--- src/cpt_consts.svh ---
// Constants of the capacitive proximity/touch detector: offsets, field positions, timing.
// Assumes a 200 MHz core clock; all long times are kept in milliseconds.
`ifndef CPT_CONSTS_SVH
`define CPT_CONSTS_SVH

// Register byte offsets on APB
`define CPT_ADDR_BANK0        12'h000
`define CPT_ADDR_BANK3        12'h004
`define CPT_ADDR_BANK4        12'h008
`define CPT_ADDR_CTRL         12'h00c
`define CPT_ADDR_STAT         12'h010
`define CPT_ADDR_LTA          12'h014

// Reset values (all-zero means default behaviour)
`define CPT_BANK0_RST         8'h00
`define CPT_BANK4_RST         8'h00
`define CPT_CTRL_RST          4'h0

// Field positions, output/threshold bank
`define CPT_PROX_THRESHOLD_SELECT_LSB          0
`define CPT_TOUCH_THRESHOLD_SELECT_LSB          2
`define CPT_POL_BIT           5
`define CPT_OUTPUT_FUNCTION_SELECT_LSB          6
// Field positions, noise bank
`define CPT_NS_BIT            3
// Field positions, control register
`define CPT_CTRL_PMODE_LSB    0
`define CPT_CTRL_HALT_LSB     2
// Field positions, status register
`define CPT_STAT_PROX_BIT     16
`define CPT_STAT_TOUCH_BIT    17
`define CPT_STAT_ZOOM_BIT     18
`define CPT_STAT_TUNED_BIT    19

// Qualification counts
`define CPT_PROX_QUAL         3'd6
`define CPT_TOUCH_QUAL        2'd3
`define CPT_LTA_SHIFT         4

// Clock and timing
`define CPT_CLK_HZ            200000000
`define CPT_XFER_HZ           512000
`define CPT_XFER_DIV          (`CPT_CLK_HZ / `CPT_XFER_HZ)
`define CPT_MS_CYCLES         (`CPT_CLK_HZ / 1000)
`define CPT_BOOST_MS          10'd9
`define CPT_NORMAL_MS         10'd128
`define CPT_LP1_MS            10'd256
`define CPT_LP2_MS            10'd512
`define CPT_LATCH_MS          12'd4000
`define CPT_ZOOM_MS           2000
`define CPT_HALT20_MS         16'd20000
`define CPT_HALT40_MS         16'd40000
`define CPT_BUSY_GUARD        16'd4

`endif

--- src/cpt_pkg.sv ---
// Types of the capacitive proximity/touch detector.
// Assumes cpt_consts.svh supplies all numeric constants.
package cpt_pkg;

   typedef enum logic [1:0] {
      SEQ_WAIT   = 2'b00,
      SEQ_CHARGE = 2'b01,
      SEQ_EVAL   = 2'b10
   } cpt_seq_e;

   typedef struct packed {
      cpt_seq_e         st;
      logic [1:0]       trip_s;
      logic [1:0]       busy_s;
      logic [1:0]       tune_s;
      logic [7:0]       bank0;
      logic             noise_en;
      logic [1:0]       pmode;
      logic [1:0]       hsel;
      logic [23:0]      ms_div;
      logic             ms_tick;
      logic [9:0]       intv_ms;
      logic [15:0]      zoom_ms;
      logic [15:0]      halt_ms;
      logic             recal;
      logic [15:0]      xdiv;
      logic             xfer;
      logic [15:0]      count;
      logic [15:0]      cs;
      logic [15:0]      long_term_average;
      logic             lta_ok;
      logic [2:0]       prox_cnt;
      logic [1:0]       touch_cnt;
      logic [1:0]       ev;
      logic [1:0]       ev_prev;
      logic [1:0]       tog;
      logic [1:0]       lvl;
      logic [1:0]       pin;
      logic [1:0][11:0] latch_ms;
      logic             sample_done;
      logic [31:0]      prdata;
      logic             slverr;
   } cpt_state_s;

endpackage : cpt_pkg

--- src/cpt_detector.sv ---
// Capacitive proximity/touch detector: charge scheduling, count capture, detection,
// output pin styling and an APB register slave.
// Assumes an analog front end that reports the trip of the reference capacitor, an
// auto-tuning engine that reports completion, and a streamer that reports busy.
// Functional notes
// - Noise bank bit 3 enables enhanced noise suppression; other bits reserved.
// - Count sample equals transfer pulses issued before the reference capacitor trips.
// - One charge cycle per sample interval; post-sample work finishes before the next.
// - All-zero configuration bits select default behaviour.
// - Bank zero bit 5 picks output polarity, 0 low, 1 high; push-pull.
// - Active-high outputs stay high from power-on until auto tuning completes.
// - Bank zero bits 7-6 select direct, latched proximity, toggled touch, or both.
// - Direct style follows the event exactly.
// - Latch style holds the output at least the latch hold time.
// - Latch style keeps asserting while the event outlasts the hold time.
// - A new event during latch hold restarts the hold timer.
// - Toggle style inverts the output once per new event.
// - Proximity needs average minus count at or above threshold for 6 samples.
// - Bank zero bits 1-0 select proximity threshold 4, 2, 8 or 16.
// - Touch threshold is numerator over 256 times the long-term average.
// - Touch needs average minus count at or above threshold for 3 samples.
// - Bank zero bits 4-2 select numerator 72,8,24,48,96,128,160,192.
// - Boost mode starts charge cycles about every 9 ms.
// - A possible event switches to boost rate for the zoom hold time.
// - After the halt time a persistent shift recalibrates the reference.
// - Long-term average updates only while no event is detected, or at every sample with halt set to never.
// - Halt timer starts with an event; 20 s, 40 s, never or always.
//
// Design decisions made here: the APB slave port and the register addresses.
`include "cpt_consts.svh"

module cpt_detector #(
   parameter int MS_CYCLES = `CPT_MS_CYCLES,
   parameter int XFER_DIV  = `CPT_XFER_DIV,
   parameter int ZOOM_MS   = `CPT_ZOOM_MS
) (
   // Clock and reset
   input  wire logic        CORE_CLK,
   input  wire logic        RESET_N,
   // APB slave
   input  wire logic        PSEL,
   input  wire logic        PENABLE,
   input  wire logic        PWRITE,
   input  wire logic [11:0] PADDR,
   input  wire logic [31:0] PWDATA,
   output      logic [31:0] PRDATA,
   output      logic        PREADY,
   output      logic        PSLVERR,
   // Analog front end
   input  wire logic        TRIP,
   input  wire logic        AUTO_TUNE_DONE,
   output      logic        CHARGE_ACTIVE,
   output      logic        XFER_PULSE,
   output      logic        NOISE_SUPPRESS_EN,
   // Post-sample work
   input  wire logic        STREAM_BUSY,
   output      logic        SAMPLE_DONE,
   // Output pins
   output      logic        PROXIMITY_OUTPUT,
   output      logic        TOUCH_OUTPUT
);
   import cpt_pkg::*;

   cpt_state_s q;
   cpt_state_s d;

   function automatic logic [4:0] prox_thr(input logic [1:0] code);
      case (code)
         2'b00:   prox_thr = 5'd4;
         2'b01:   prox_thr = 5'd2;
         2'b10:   prox_thr = 5'd8;
         default: prox_thr = 5'd16;
      endcase
   endfunction : prox_thr

   function automatic logic [7:0] touch_num(input logic [2:0] code);
      case (code)
         3'b000:  touch_num = 8'd72;
         3'b001:  touch_num = 8'd8;
         3'b010:  touch_num = 8'd24;
         3'b011:  touch_num = 8'd48;
         3'b100:  touch_num = 8'd96;
         3'b101:  touch_num = 8'd128;
         3'b110:  touch_num = 8'd160;
         default: touch_num = 8'd192;
      endcase
   endfunction : touch_num

   function automatic logic [9:0] mode_ms(input logic [1:0] code);
      case (code)
         2'b00:   mode_ms = `CPT_BOOST_MS;
         2'b01:   mode_ms = `CPT_NORMAL_MS;
         2'b10:   mode_ms = `CPT_LP1_MS;
         default: mode_ms = `CPT_LP2_MS;
      endcase
   endfunction : mode_ms

   logic        tuned;
   logic        zoom_on;
   logic [9:0]  period_ms;
   logic        lta_ge;
   logic [15:0] diff;
   logic [23:0] tprod;
   logic [15:0] touch_threshold_select;
   logic        pcond;
   logic        tcond;
   logic [2:0]  pcnt_n;
   logic [1:0]  tcnt_n;
   logic        any_ev;
   logic        halt_run;
   logic [15:0] halt_lim;
   logic [15:0] step;
   logic [1:0]  rise;
   logic [1:0]  latch_en;
   logic [1:0]  toggle_en;
   logic        setup;
   logic        wr;

   always_comb begin
      d = q;
      tuned     = q.tune_s[1];
      zoom_on   = (q.zoom_ms != 16'h0000);
      // Boost rate while zoomed, otherwise the chosen power mode
      period_ms = zoom_on ? `CPT_BOOST_MS : mode_ms(q.pmode);
      lta_ge    = (q.long_term_average >= q.cs);
      diff      = lta_ge ? (q.long_term_average - q.cs) : 16'h0000;
      tprod     = 24'(touch_num(q.bank0[`CPT_TOUCH_THRESHOLD_SELECT_LSB +: 3])) * 24'(q.long_term_average);
      touch_threshold_select      = tprod[23:8];
      pcond     = lta_ge && (diff >= {11'h000, prox_thr(q.bank0[`CPT_PROX_THRESHOLD_SELECT_LSB +: 2])});
      tcond     = lta_ge && (diff >= touch_threshold_select);
      pcnt_n    = pcond ? ((q.prox_cnt == `CPT_PROX_QUAL) ? q.prox_cnt
                                                          : q.prox_cnt + 3'd1) : 3'd0;
      tcnt_n    = tcond ? ((q.touch_cnt == `CPT_TOUCH_QUAL) ? q.touch_cnt
                                                            : q.touch_cnt + 2'd1) : 2'd0;
      any_ev    = q.ev[0] | q.ev[1];
      // Never: no halt; always: touch holds the filter as long as it lasts
      halt_run  = any_ev && (q.hsel != 2'b10) && !((q.hsel == 2'b11) && q.ev[1]);
      halt_lim  = (q.hsel == 2'b00) ? `CPT_HALT20_MS : `CPT_HALT40_MS;
      step      = (q.cs >= q.long_term_average) ? ((q.cs - q.long_term_average) >> `CPT_LTA_SHIFT)
                                  : ((q.long_term_average - q.cs) >> `CPT_LTA_SHIFT);
      rise      = q.ev & ~q.ev_prev;
      latch_en  = {1'b0, q.bank0[`CPT_OUTPUT_FUNCTION_SELECT_LSB]};
      toggle_en = {q.bank0[`CPT_OUTPUT_FUNCTION_SELECT_LSB + 1], 1'b0};
      setup     = PSEL && !PENABLE;
      wr        = PSEL && PENABLE && PWRITE;

      // Input synchronisers
      d.trip_s = {q.trip_s[0], TRIP};
      d.busy_s = {q.busy_s[0], STREAM_BUSY};
      d.tune_s = {q.tune_s[0], AUTO_TUNE_DONE};

      // Millisecond time base shared by all long timers
      d.ms_tick = (q.ms_div == 24'(MS_CYCLES - 1));
      d.ms_div  = d.ms_tick ? 24'h000000 : q.ms_div + 24'h000001;
      if (q.ms_tick && q.intv_ms != 10'h3ff) begin
         d.intv_ms = q.intv_ms + 10'd1;
      end
      if (q.ms_tick && zoom_on) begin
         d.zoom_ms = q.zoom_ms - 16'h0001;
      end

      // Halt timer runs from the start of an event
      if (!halt_run) begin
         d.halt_ms = 16'h0000;
      end else if (q.ms_tick && q.halt_ms != 16'hffff) begin
         d.halt_ms = q.halt_ms + 16'h0001;
      end

      d.xfer        = 1'b0;
      d.sample_done = 1'b0;
      case (q.st)
         SEQ_WAIT: begin
            // Guard lets a streamer's busy cross the synchroniser; busy must
            // rise within two cycles of the sample-done pulse or it is missed
            if (q.xdiv != `CPT_BUSY_GUARD) begin
               d.xdiv = q.xdiv + 16'h0001;
            end
            // Streaming must be idle before a new charge cycle
            if (tuned && q.xdiv == `CPT_BUSY_GUARD && q.intv_ms >= period_ms
                && !q.busy_s[1]) begin
               d.st      = SEQ_CHARGE;
               d.intv_ms = 10'h000;
               d.count   = 16'h0000;
               d.xdiv    = 16'h0000;
            end
         end
         SEQ_CHARGE: begin
            if (q.trip_s[1] || q.count == 16'hffff) begin
               d.cs = q.count;
               d.st = SEQ_EVAL;
            end else if (q.xdiv == 16'(XFER_DIV - 1)) begin
               d.xdiv  = 16'h0000;
               d.xfer  = 1'b1;
               d.count = q.count + 16'h0001;
            end else begin
               d.xdiv = q.xdiv + 16'h0001;
            end
         end
         SEQ_EVAL: begin
            d.st          = SEQ_WAIT;
            d.sample_done = 1'b1;
            d.xdiv        = 16'h0000;
            if (!q.lta_ok || q.recal) begin
               // Reference snaps to the count, which ends any event
               d.long_term_average       = q.cs;
               d.lta_ok    = 1'b1;
               d.recal     = 1'b0;
               d.prox_cnt  = 3'd0;
               d.touch_cnt = 2'd0;
               d.ev        = 2'b00;
            end else begin
               d.prox_cnt  = pcnt_n;
               d.touch_cnt = tcnt_n;
               d.ev[0]     = (pcnt_n == `CPT_PROX_QUAL);
               d.ev[1]     = (tcnt_n == `CPT_TOUCH_QUAL);
               if (pcond || tcond) begin
                  d.zoom_ms = 16'(ZOOM_MS);
               end
               // Filter frozen during events, except with halt set to never
               if (!any_ev || q.hsel == 2'b10) begin
                  d.long_term_average = (q.cs >= q.long_term_average) ? q.long_term_average + step : q.long_term_average - step;
               end
            end
         end
         default: begin
            d.st = SEQ_WAIT;
         end
      endcase

      // Expiry set after the consume above so it is never lost
      if (halt_run && q.halt_ms >= halt_lim) begin
         d.recal   = 1'b1;
         d.halt_ms = 16'h0000;
      end

      // Output function per pin: direct, latch or toggle
      d.ev_prev = q.ev;
      for (int i = 0; i < 2; i++) begin
         // Only a latched pin arms its timer, so a style change starts clean
         if (rise[i] && latch_en[i]) begin
            d.latch_ms[i] = `CPT_LATCH_MS;
         end else if (q.ms_tick && q.latch_ms[i] != 12'h000) begin
            d.latch_ms[i] = q.latch_ms[i] - 12'h001;
         end
         if (toggle_en[i]) begin
            d.tog[i] = q.tog[i] ^ rise[i];
            d.lvl[i] = d.tog[i];
         end else if (latch_en[i]) begin
            d.lvl[i] = q.ev[i] | (q.latch_ms[i] != 12'h000) | rise[i];
         end else begin
            d.lvl[i] = q.ev[i];
         end
         // Polarity last; pins idle high until tuning is done
         d.pin[i] = !tuned ? 1'b1
                  : (q.bank0[`CPT_POL_BIT] ? q.lvl[i] : !q.lvl[i]);
      end

      // APB: read data captured in setup, writes at the access phase
      if (setup) begin
         d.slverr = 1'b0;
         case (PADDR)
            `CPT_ADDR_BANK0: d.prdata = {24'h000000, q.bank0};
            `CPT_ADDR_BANK3: d.prdata = 32'h00000000;
            `CPT_ADDR_BANK4: d.prdata = {28'h0000000, q.noise_en, 3'h0};
            `CPT_ADDR_CTRL:  d.prdata = {28'h0000000, q.hsel, q.pmode};
            `CPT_ADDR_STAT:  d.prdata = {12'h000, tuned, zoom_on, q.ev, q.cs};
            `CPT_ADDR_LTA:   d.prdata = {16'h0000, q.long_term_average};
            default: begin
               d.prdata = 32'h00000000;
               d.slverr = 1'b1;
            end
         endcase
      end
      if (wr) begin
         case (PADDR)
            `CPT_ADDR_BANK0: d.bank0 = PWDATA[7:0];
            `CPT_ADDR_BANK4: d.noise_en = PWDATA[`CPT_NS_BIT];
            `CPT_ADDR_CTRL: begin
               d.pmode = PWDATA[`CPT_CTRL_PMODE_LSB +: 2];
               d.hsel  = PWDATA[`CPT_CTRL_HALT_LSB +: 2];
            end
            default: begin
               d.bank0 = d.bank0;
            end
         endcase
      end
   end

   always_ff @(posedge CORE_CLK or negedge RESET_N) begin
      if (!RESET_N) begin
         q          <= '0;
         q.bank0    <= `CPT_BANK0_RST;
         q.noise_en <= 1'(`CPT_BANK4_RST >> `CPT_NS_BIT);
         q.pin      <= 2'b11;
      end else begin
         q <= d;
      end
   end

   assign PRDATA            = q.prdata;
   assign PREADY            = 1'b1;
   assign PSLVERR           = q.slverr;
   assign CHARGE_ACTIVE     = (q.st == SEQ_CHARGE);
   assign XFER_PULSE        = q.xfer;
   assign NOISE_SUPPRESS_EN = q.noise_en;
   assign SAMPLE_DONE       = q.sample_done;
   assign PROXIMITY_OUTPUT  = q.pin[0];
   assign TOUCH_OUTPUT      = q.pin[1];

endmodule : cpt_detector

--- config.mk ---
export PLATFORM = sky130hd
export DESIGN_NAME = cpt_detector
export DESIGN_NICKNAME = d
export VERILOG_FILES = /design/src/cpt_pkg.sv /design/src/cpt_detector.sv
export VERILOG_INCLUDE_DIRS = /design/src
export SDC_FILE = /design/constraint.sdc
export NUM_CORES = 1
export LEC_CHECK = 0
export ABC_AREA = 0
export BUFFER_PORTS_ARGS = -buffer_cell sky130_fd_sc_hd__buf_2
export CORE_MARGIN = 2
export CORE_UTILIZATION = 35
export DETAILED_ROUTE_END_ITERATION = 16
export GPL_TIMING_DRIVEN = 1
export PLACE_DENSITY = 0.58
export SLEW_MARGIN = 20
export SYNTH_ARGS = -nofsm -noshare
export SYNTH_HDL_FRONTEND = slang
export SYNTH_SLANG_ARGS = --single-unit
--- constraint.sdc ---
create_clock -name CORE_CLK -period 6.84 [get_ports CORE_CLK]
set_clock_uncertainty 0.2 [all_clocks]
set_input_delay 0.342 -clock CORE_CLK [delete_from_list [all_inputs] [get_ports CORE_CLK]]
set_output_delay 0.342 -clock CORE_CLK [all_outputs]
set_load 0.01 [all_outputs]
==> summary.txt, run 1 <==
status - complete, no violations
final hold vios - 0
Syn Std Cell Area - 0.0158 mm²
Antenna Nets Post-Route - 0
share of cells above drive strength 1 - 11.9%
global placer's final weighted congestion - 0.870
CTS Buf Count - 23
# IOs - 92
Yosys top cell area share - 31.7%
Post-Syn Instances - 1770
Register Area - 0.00509 mm²
full die area - 0.0470 mm²
clk buf depth - 3
number of flops mapped to enable cells by yosys - 0
DR vias/cell - 5.12
max_cap viols - 0
commonest non-fill, non-tap cell in the layout - dfrtp_1
initial antenna violation count - 0
slowest CP cell - fa_1
highest fanout seen on the critical path - 7
CTS tree - done
Die Y - 217 µm
Post-DP HPWL - 29400 µm
#FFs+latches synth - 203
final setup violation count - 0
Reg clk slew, reported paths - 0.06 ns
routed wire length - 38400 µm
initial drt markers - 542
Async S/R FF share, synth - 100%
core area - 0.0444 mm²
most frequent cells in the layout - dfrtp_1 (198), nor2_1 (176), ha_1 (148), nand2_1 (129), inv_1 (126)
Worst EP required - 7.02 ns
CP most frequent cell - fa_1
fillcell total - 4427
first-pass GRT wire length - 63400 µm
Worst path top cell family by delay - adder cells
crit path DAT - 6.59 ns
Post-layout nets - 2085
Most used DFF post-synth - dfrtp_1
routed vias - 12500
YS warnings - 0
Setup TNS Final - 0 ns
row cnt - 77
worst skew pair latency - 0.54 ns
Buf+Inv Stages, Crit Path - 3
Worst path max stage delay - 0.54 ns
RSZ-0062 raised after global routing - no
multi-input logic area - 0.00992 mm²
final worst path period need - 6.42 ns
Slew Limit Headroom - 35.7%
Peak VDD IR - 0.170 mV
Worst setup SP type - register
fmax - 156 MHz
Area contributors post-synth - dfrtp_1 (32%), ha_1 (12%), fa_1 (5.7%)
power per cell area - 146 mW/mm²
Layout Utilization - 40.1%
clock sinks - 203
maximum number of pins on one net before global-route repair - 75
Synth area leader - dfrtp_1
Syn-to-layout area delta - 12.3%
Cell variety after synth - 82
grt total ovfl - 0
initial core utilization - 35.7%
port bufs - 54
Tot GR Track Use - 16.4%
vias in the first global route - 12500
worst-margin pin slew - 0.957 ns
Avg Cell Area, Syn - 8.95 µm²
DRC violations left - 0
CTS H-tree lvls - 1
Die W - 217 µm
leakage - 8.78 nW
fin. max-slew vios - 0
period utilization - 93.8%
WL/cell - 15.7 µm
Crit Path Class - reg2reg
CP endpoint kind - register
CTS root buf - clkbuf_16
drt first pass iters - 5
sequential share of the synthesized area - 32.1%
path type of the worst min-delay path - in2reg
repair_timing:
item                                    4_1_cts  5_1_grt
endpoints found under the setup margin       18       20
hold buffers                                 12        0
setup buffers                                 0        5
pin swaps                                     0        2
gates resized for setup                       2       18
hold endpoints to repair                     73        0
where the power goes:
| group | total, mW | switching (mW) | internal (mW) |
|---|---|---|---|
| registers | 1.24 | 0.0199 | 1.22 |
| logic | 0.125 | 0.0807 | 0.0443 |
| clock network | 1.23 | 0.511 | 0.716 |
cells in the mapped netlist, types with 5 or more instances:
master / count
nor4_1: 16
nor2b_1: 20
and2_1: 75
ha_1: 148
or3_1: 14
xnor2_1: 68
nor3b_1: 5
nand2_1: 129
fa_1: 45
o31a_1: 5
nor4b_1: 7
nor2_1: 176
nand3_1: 56
a31oi_1: 15
buf_4: 33
a211o_1: 5
a222oi_1: 8
and3_1: 29
mux2i_1: 7
nand2b_1: 23
a22oi_1: 10
or4_1: 6
a21oi_1: 82
nand4_1: 24
inv_1: 126
dfrtp_1: 201
o21a_1: 15
or2_2: 13
clkbuf_1: 45
o31ai_1: 12
a21o_1: 24
nand3b_1: 6
xor2_1: 65
nor3_1: 29
o21ai_0: 100
mux2_2: 33
a211oi_1: 13
through the flow:
step	cells	cell area, µm²	setup WS, ns	total power, mW	hold WS, ns
4_1_cts	2442	17700	0.0255	2.64	0.0201
3_3_place_gp	2390	16800	0.106	1.38	0.133
3_5_place_dp	2390	16800	-0.0559	1.38	0.135
2_1_floorplan	1781	15900	0.201	1.33	-0.154
5_1_grt	2447	17800	0.00520	2.70	0.0270
6_report	2448	17800	0.423	2.59	0.0329
worst min-delay path: stages:
cell and delay, ns:
buf_2 0.16, nand3_1 0.09, mux2_2 0.15
cells by family after synthesis:
logic type	count (synthesis)	share of synthesized area [%]
AOI/OAI and AO/OA	341	13.9
other	2	0.0474
DFF	203	32.1
xor gates and xnor gates	133	7.35
and+or+nand+nor	645	20.6
buffers and inverters	213	5.95
adders and majority gates	193	17.4
muxes	40	2.79
flip-flops by register name, indices dropped and copies added, names as in the netlist:
register / flops
d: 5
PRDATA: 20
XFER_PULSE: 1
TOUCH_OUTPUT: 1
PSLVERR: 1
q: 171
NOISE_SUPPRESS_EN: 1
SAMPLE_DONE: 1
latch_en: 1
PROXIMITY_OUTPUT: 1
layout make-up:
class / count / share of cell area, %
diodes: 1 / 0.0141
clock buffers: 31 / 3.68
clock inverters: 9 / 0.548
inverters: 126 / 2.66
multi-input cells: 1365 / 55.7
flip-flops and latches: 203 / 28.6
well taps: 592 / 4.16
repair buffers: 121 / 4.61
worst paths after layout:
kind,slack (ns),from,depth (start not counted),end
setup / recovery,0.42,q[214]$_DFFE_PN0P_,29,q[164]$_DFF_PN0_
hold / removal,0.03,PADDR[3],3,NOISE_SUPPRESS_EN$_DFFE_PN0P_
setup reg to reg,0.42,q[214]$_DFFE_PN0P_,29,q[164]$_DFF_PN0_
hold reg to reg,0.15,d[225]$_DFF_PN0_,0,q[225]$_DFF_PN0_
max in group asynchronous,4.95,RESET_N,3,q[215]$_DFFE_PN0P_
min in group asynchronous,0.12,RESET_N,2,q[195]$_DFF_PN0_
metal layers:
metal	vias up	GRT usage [%]	wire [µm]
li1	6219	-	-
met1	6060	22.9	18700
met2	200	26.6	17500
met3	48	1.89	1260
met4	0	4.91	955
met5	-	0	0
Note: power is estimated with default switching activity, not from simulation.
==> run 2, diff against run 1 <==
- RECOVER_POWER: default -> 50
==> run 2 against run 1 <==
The flow now finishes with violations (max-capacitance violations, max-slew violations). Power about the same. First-iteration DRC count increased by 6.8%. Maximum frequency grew 0.19%. Die area stayed put. Register-to-register slack barely moved. Non-clock buffer count stayed put. Routed wire length is essentially flat. Global-route usage did not move. Utilization decreased by 0.13 points. Worst hold slack lost 0.0068 ns. Critical path type unchanged. Largest cell class unchanged.
==> summary.txt, run 2 (synthesis gave the netlist of run 1 again) <==
highest fanout seen on the critical path - 7 (unchanged)
initial antenna violation count - 0 (unchanged)
most frequent cells in the layout - dfrtp_1 (198), nor2_1 (176), ha_1 (148), nand2_1 (129), inv_1 (126) (unchanged)
CTS Buf Count - 23 (unchanged)
worst skew pair latency - 0.54 ns (about the same)
core area - 0.0444 mm² (unchanged)
Antenna Nets Post-Route - 0 (unchanged)
fmax - 156 MHz (about the same)
global placer's final weighted congestion - 0.870 (unchanged)
leakage - 8.66 nW (was 8.78 nW)
commonest non-fill, non-tap cell in the layout - dfrtp_1 (unchanged)
final worst path period need - 6.40 ns (was 6.42 ns)
path type of the worst min-delay path - in2reg (unchanged)
clk buf depth - 3 (unchanged)
largest reg by FF count - q (unchanged)
max_cap viols - 3 (was 0)
Reg clk slew, reported paths - 0.06 ns (about the same)
CTS tree - done (unchanged)
Worst setup SP type - register (unchanged)
WL/cell - 15.7 µm (about the same)
routed vias - 12500 (about the same)
clock power share - 47.3% (about the same)
drt first pass iters - 5 (unchanged)
Tot GR Track Use - 16.4% (unchanged)
Worst path max stage delay - 0.54 ns (about the same)
Die W - 217 µm (unchanged)
fin area - 0.0177 mm² (was 0.0178 mm²)
Layout Utilization - 39.9% (was 40.1%)
final hold vios - 0 (unchanged)
power per cell area - 146 mW/mm² (about the same)
Register Area - 0.00509 mm² (unchanged)
Placed Area - 0.0168 mm² (unchanged)
Die Y - 217 µm (unchanged)
failing checks - max-capacitance violations, max-slew violations
# IOs - 92 (unchanged)
fillcell total - 4443 (was 4427)
status - finished, violations left (was complete, no violations)
switching power - 0.611 mW (about the same)
CP endpoint kind - register (unchanged)
Power Internal - 1.98 mW (about the same)
combinational share of power - 4.8% (about the same)
routed wire length - 38400 µm (about the same)
Worst EP required - 7.02 ns (about the same)
initial core utilization - 35.7% (unchanged)
worst-margin pin slew - 3.15 ns (was 0.957 ns)
DRC violations left - 0 (unchanged)
Crit Path Class - reg2reg (unchanged)
max FFs per register - 171 (unchanged)
initial drt markers - 579 (was 542)
fin. max-slew vios - 208 (was 0)
Post-DP HPWL - 29400 µm (unchanged)
n_diodes - 0 (was 1)
CP most frequent cell - fa_1 (unchanged)
row cnt - 77 (unchanged)
Non-Filler Instances - 2447 (was 2448)
crit path DAT - 6.58 ns (was 6.59 ns)
multi-input logic area - 0.00991 mm² (was 0.00992 mm²)
Post-layout nets - 2085 (unchanged)
Syn-to-layout area delta - 11.9% (was 12.3%)
RSZ-0062 raised after global routing - no (unchanged)
share of cells above drive strength 1 - 10.3% (was 11.9%)
grt total ovfl - 0 (unchanged)
clock sinks - 203 (unchanged)
sw frac - 23.6% (about the same)
CTS root buf - clkbuf_16 (unchanged)
Peak VDD IR - 0.170 mV (about the same)
full die area - 0.0470 mm² (unchanged)
port bufs - 54 (unchanged)
vias in the first global route - 12500 (unchanged)
first-pass GRT wire length - 63400 µm (unchanged)
DR vias/cell - 5.12 (about the same)
Placed Instances - 2390 (unchanged)
final setup violation count - 0 (unchanged)
Slew Limit Headroom - -110% (was 35.7%)
period utilization - 93.6% (was 93.8%)
CTS H-tree lvls - 1 (unchanged)
Sequential Power Share - 47.9% (was 47.8%)
maximum number of pins on one net before global-route repair - 75 (unchanged)
slowest CP cell - fa_1 (unchanged)
## run 2: final cells by class
| type | count | share of cell area (%) |
|---|---|---|
| inverters | 126 | 2.67 |
| repair buffers | 121 | 4.34 |
| well taps | 592 | 4.18 |
| clock inverters | 9 | 0.550 |
| multi-input cells | 1365 | 55.9 |
| flip-flops and latches | 203 | 28.7 |
| clock buffers | 31 | 3.70 |
## run 2: power groups by stage
| stage | Combinational, mW | Clock [mW] | Sequential [mW] |
|---|---|---|---|
| finish | 0.124 | 1.23 | 1.24 |
| global route | 0.143 | 1.31 | 1.24 |
| CTS | 0.128 | 1.27 | 1.24 |
| detailed placement | 0.122 | 0 | 1.26 |
| global placement | 0.119 | 0 | 1.26 |
| floorplan | 0.0711 | 0 | 1.26 |
## run 2: layer usage
| metal | vias up | share of wire (%) | GRT usage, % |
|---|---|---|---|
| li1 | 6227 | - | - |
| met1 | 6070 | 48 | 22.9 |
| met3 | 48 | 3.4 | 1.89 |
| met2 | 194 | 46 | 26.6 |
| met5 | - | 0 | 0 |
| met4 | 0 | 2.5 | 4.91 |
## run 2: path summary, 6_finish.rpt
path / cells after the start / slack, ns / to / startpoint
max: 29 / 0.44 / q[164]$_DFF_PN0_ / q[214]$_DFFE_PN0P_
min: 3 / 0.03 / NOISE_SUPPRESS_EN$_DFFE_PN0P_ / PADDR[3]
min reg2reg: 0 / 0.15 / q[225]$_DFF_PN0_ / d[225]$_DFF_PN0_
min in group asynchronous: 2 / 1.19 / q[195]$_DFF_PN0_ / RESET_N
max reg2reg: 29 / 0.44 / q[164]$_DFF_PN0_ / q[214]$_DFFE_PN0P_
max in group asynchronous: 3 / 2.05 / q[215]$_DFFE_PN0P_ / RESET_N
## run 2: timing repair
item	4_1_cts	5_1_grt
resized for setup	2	18
setup buffers	0	5
endpoints found under the hold margin	73	0
pin swaps	0	2
hold buffers	12	0
endpoints found under the setup margin	18	20
## run 2: per-stage QoR
stage / worst slack (ns) / hold WS (ns) / total power, mW / setup TNS [ns]
3_5_place_dp: -0.0559 / 0.135 / 1.38 / -0.582
4_1_cts: 0.0255 / 0.0201 / 2.64 / 0
5_1_grt: 0.00520 / 0.0258 / 2.70 / 0
2_1_floorplan: 0.201 / -0.154 / 1.33 / 0
6_report: 0.436 / 0.0261 / 2.59 / 0
3_3_place_gp: 0.106 / 0.133 / 1.38 / 0
## run 2: worst max-delay path, delay by kind of cell, from the launching register on
family / cells / cell delay (ns)
adders and majority gates: 6 / 2.52
AOI/OAI and AO/OA: 9 / 1.47
and+or+nand+nor: 9 / 0.86
DFF: 1 / 0.43
buffers and inverters: 3 / 0.40
muxes: 1 / 0.20
xor gates and xnor gates: 1 / 0.14
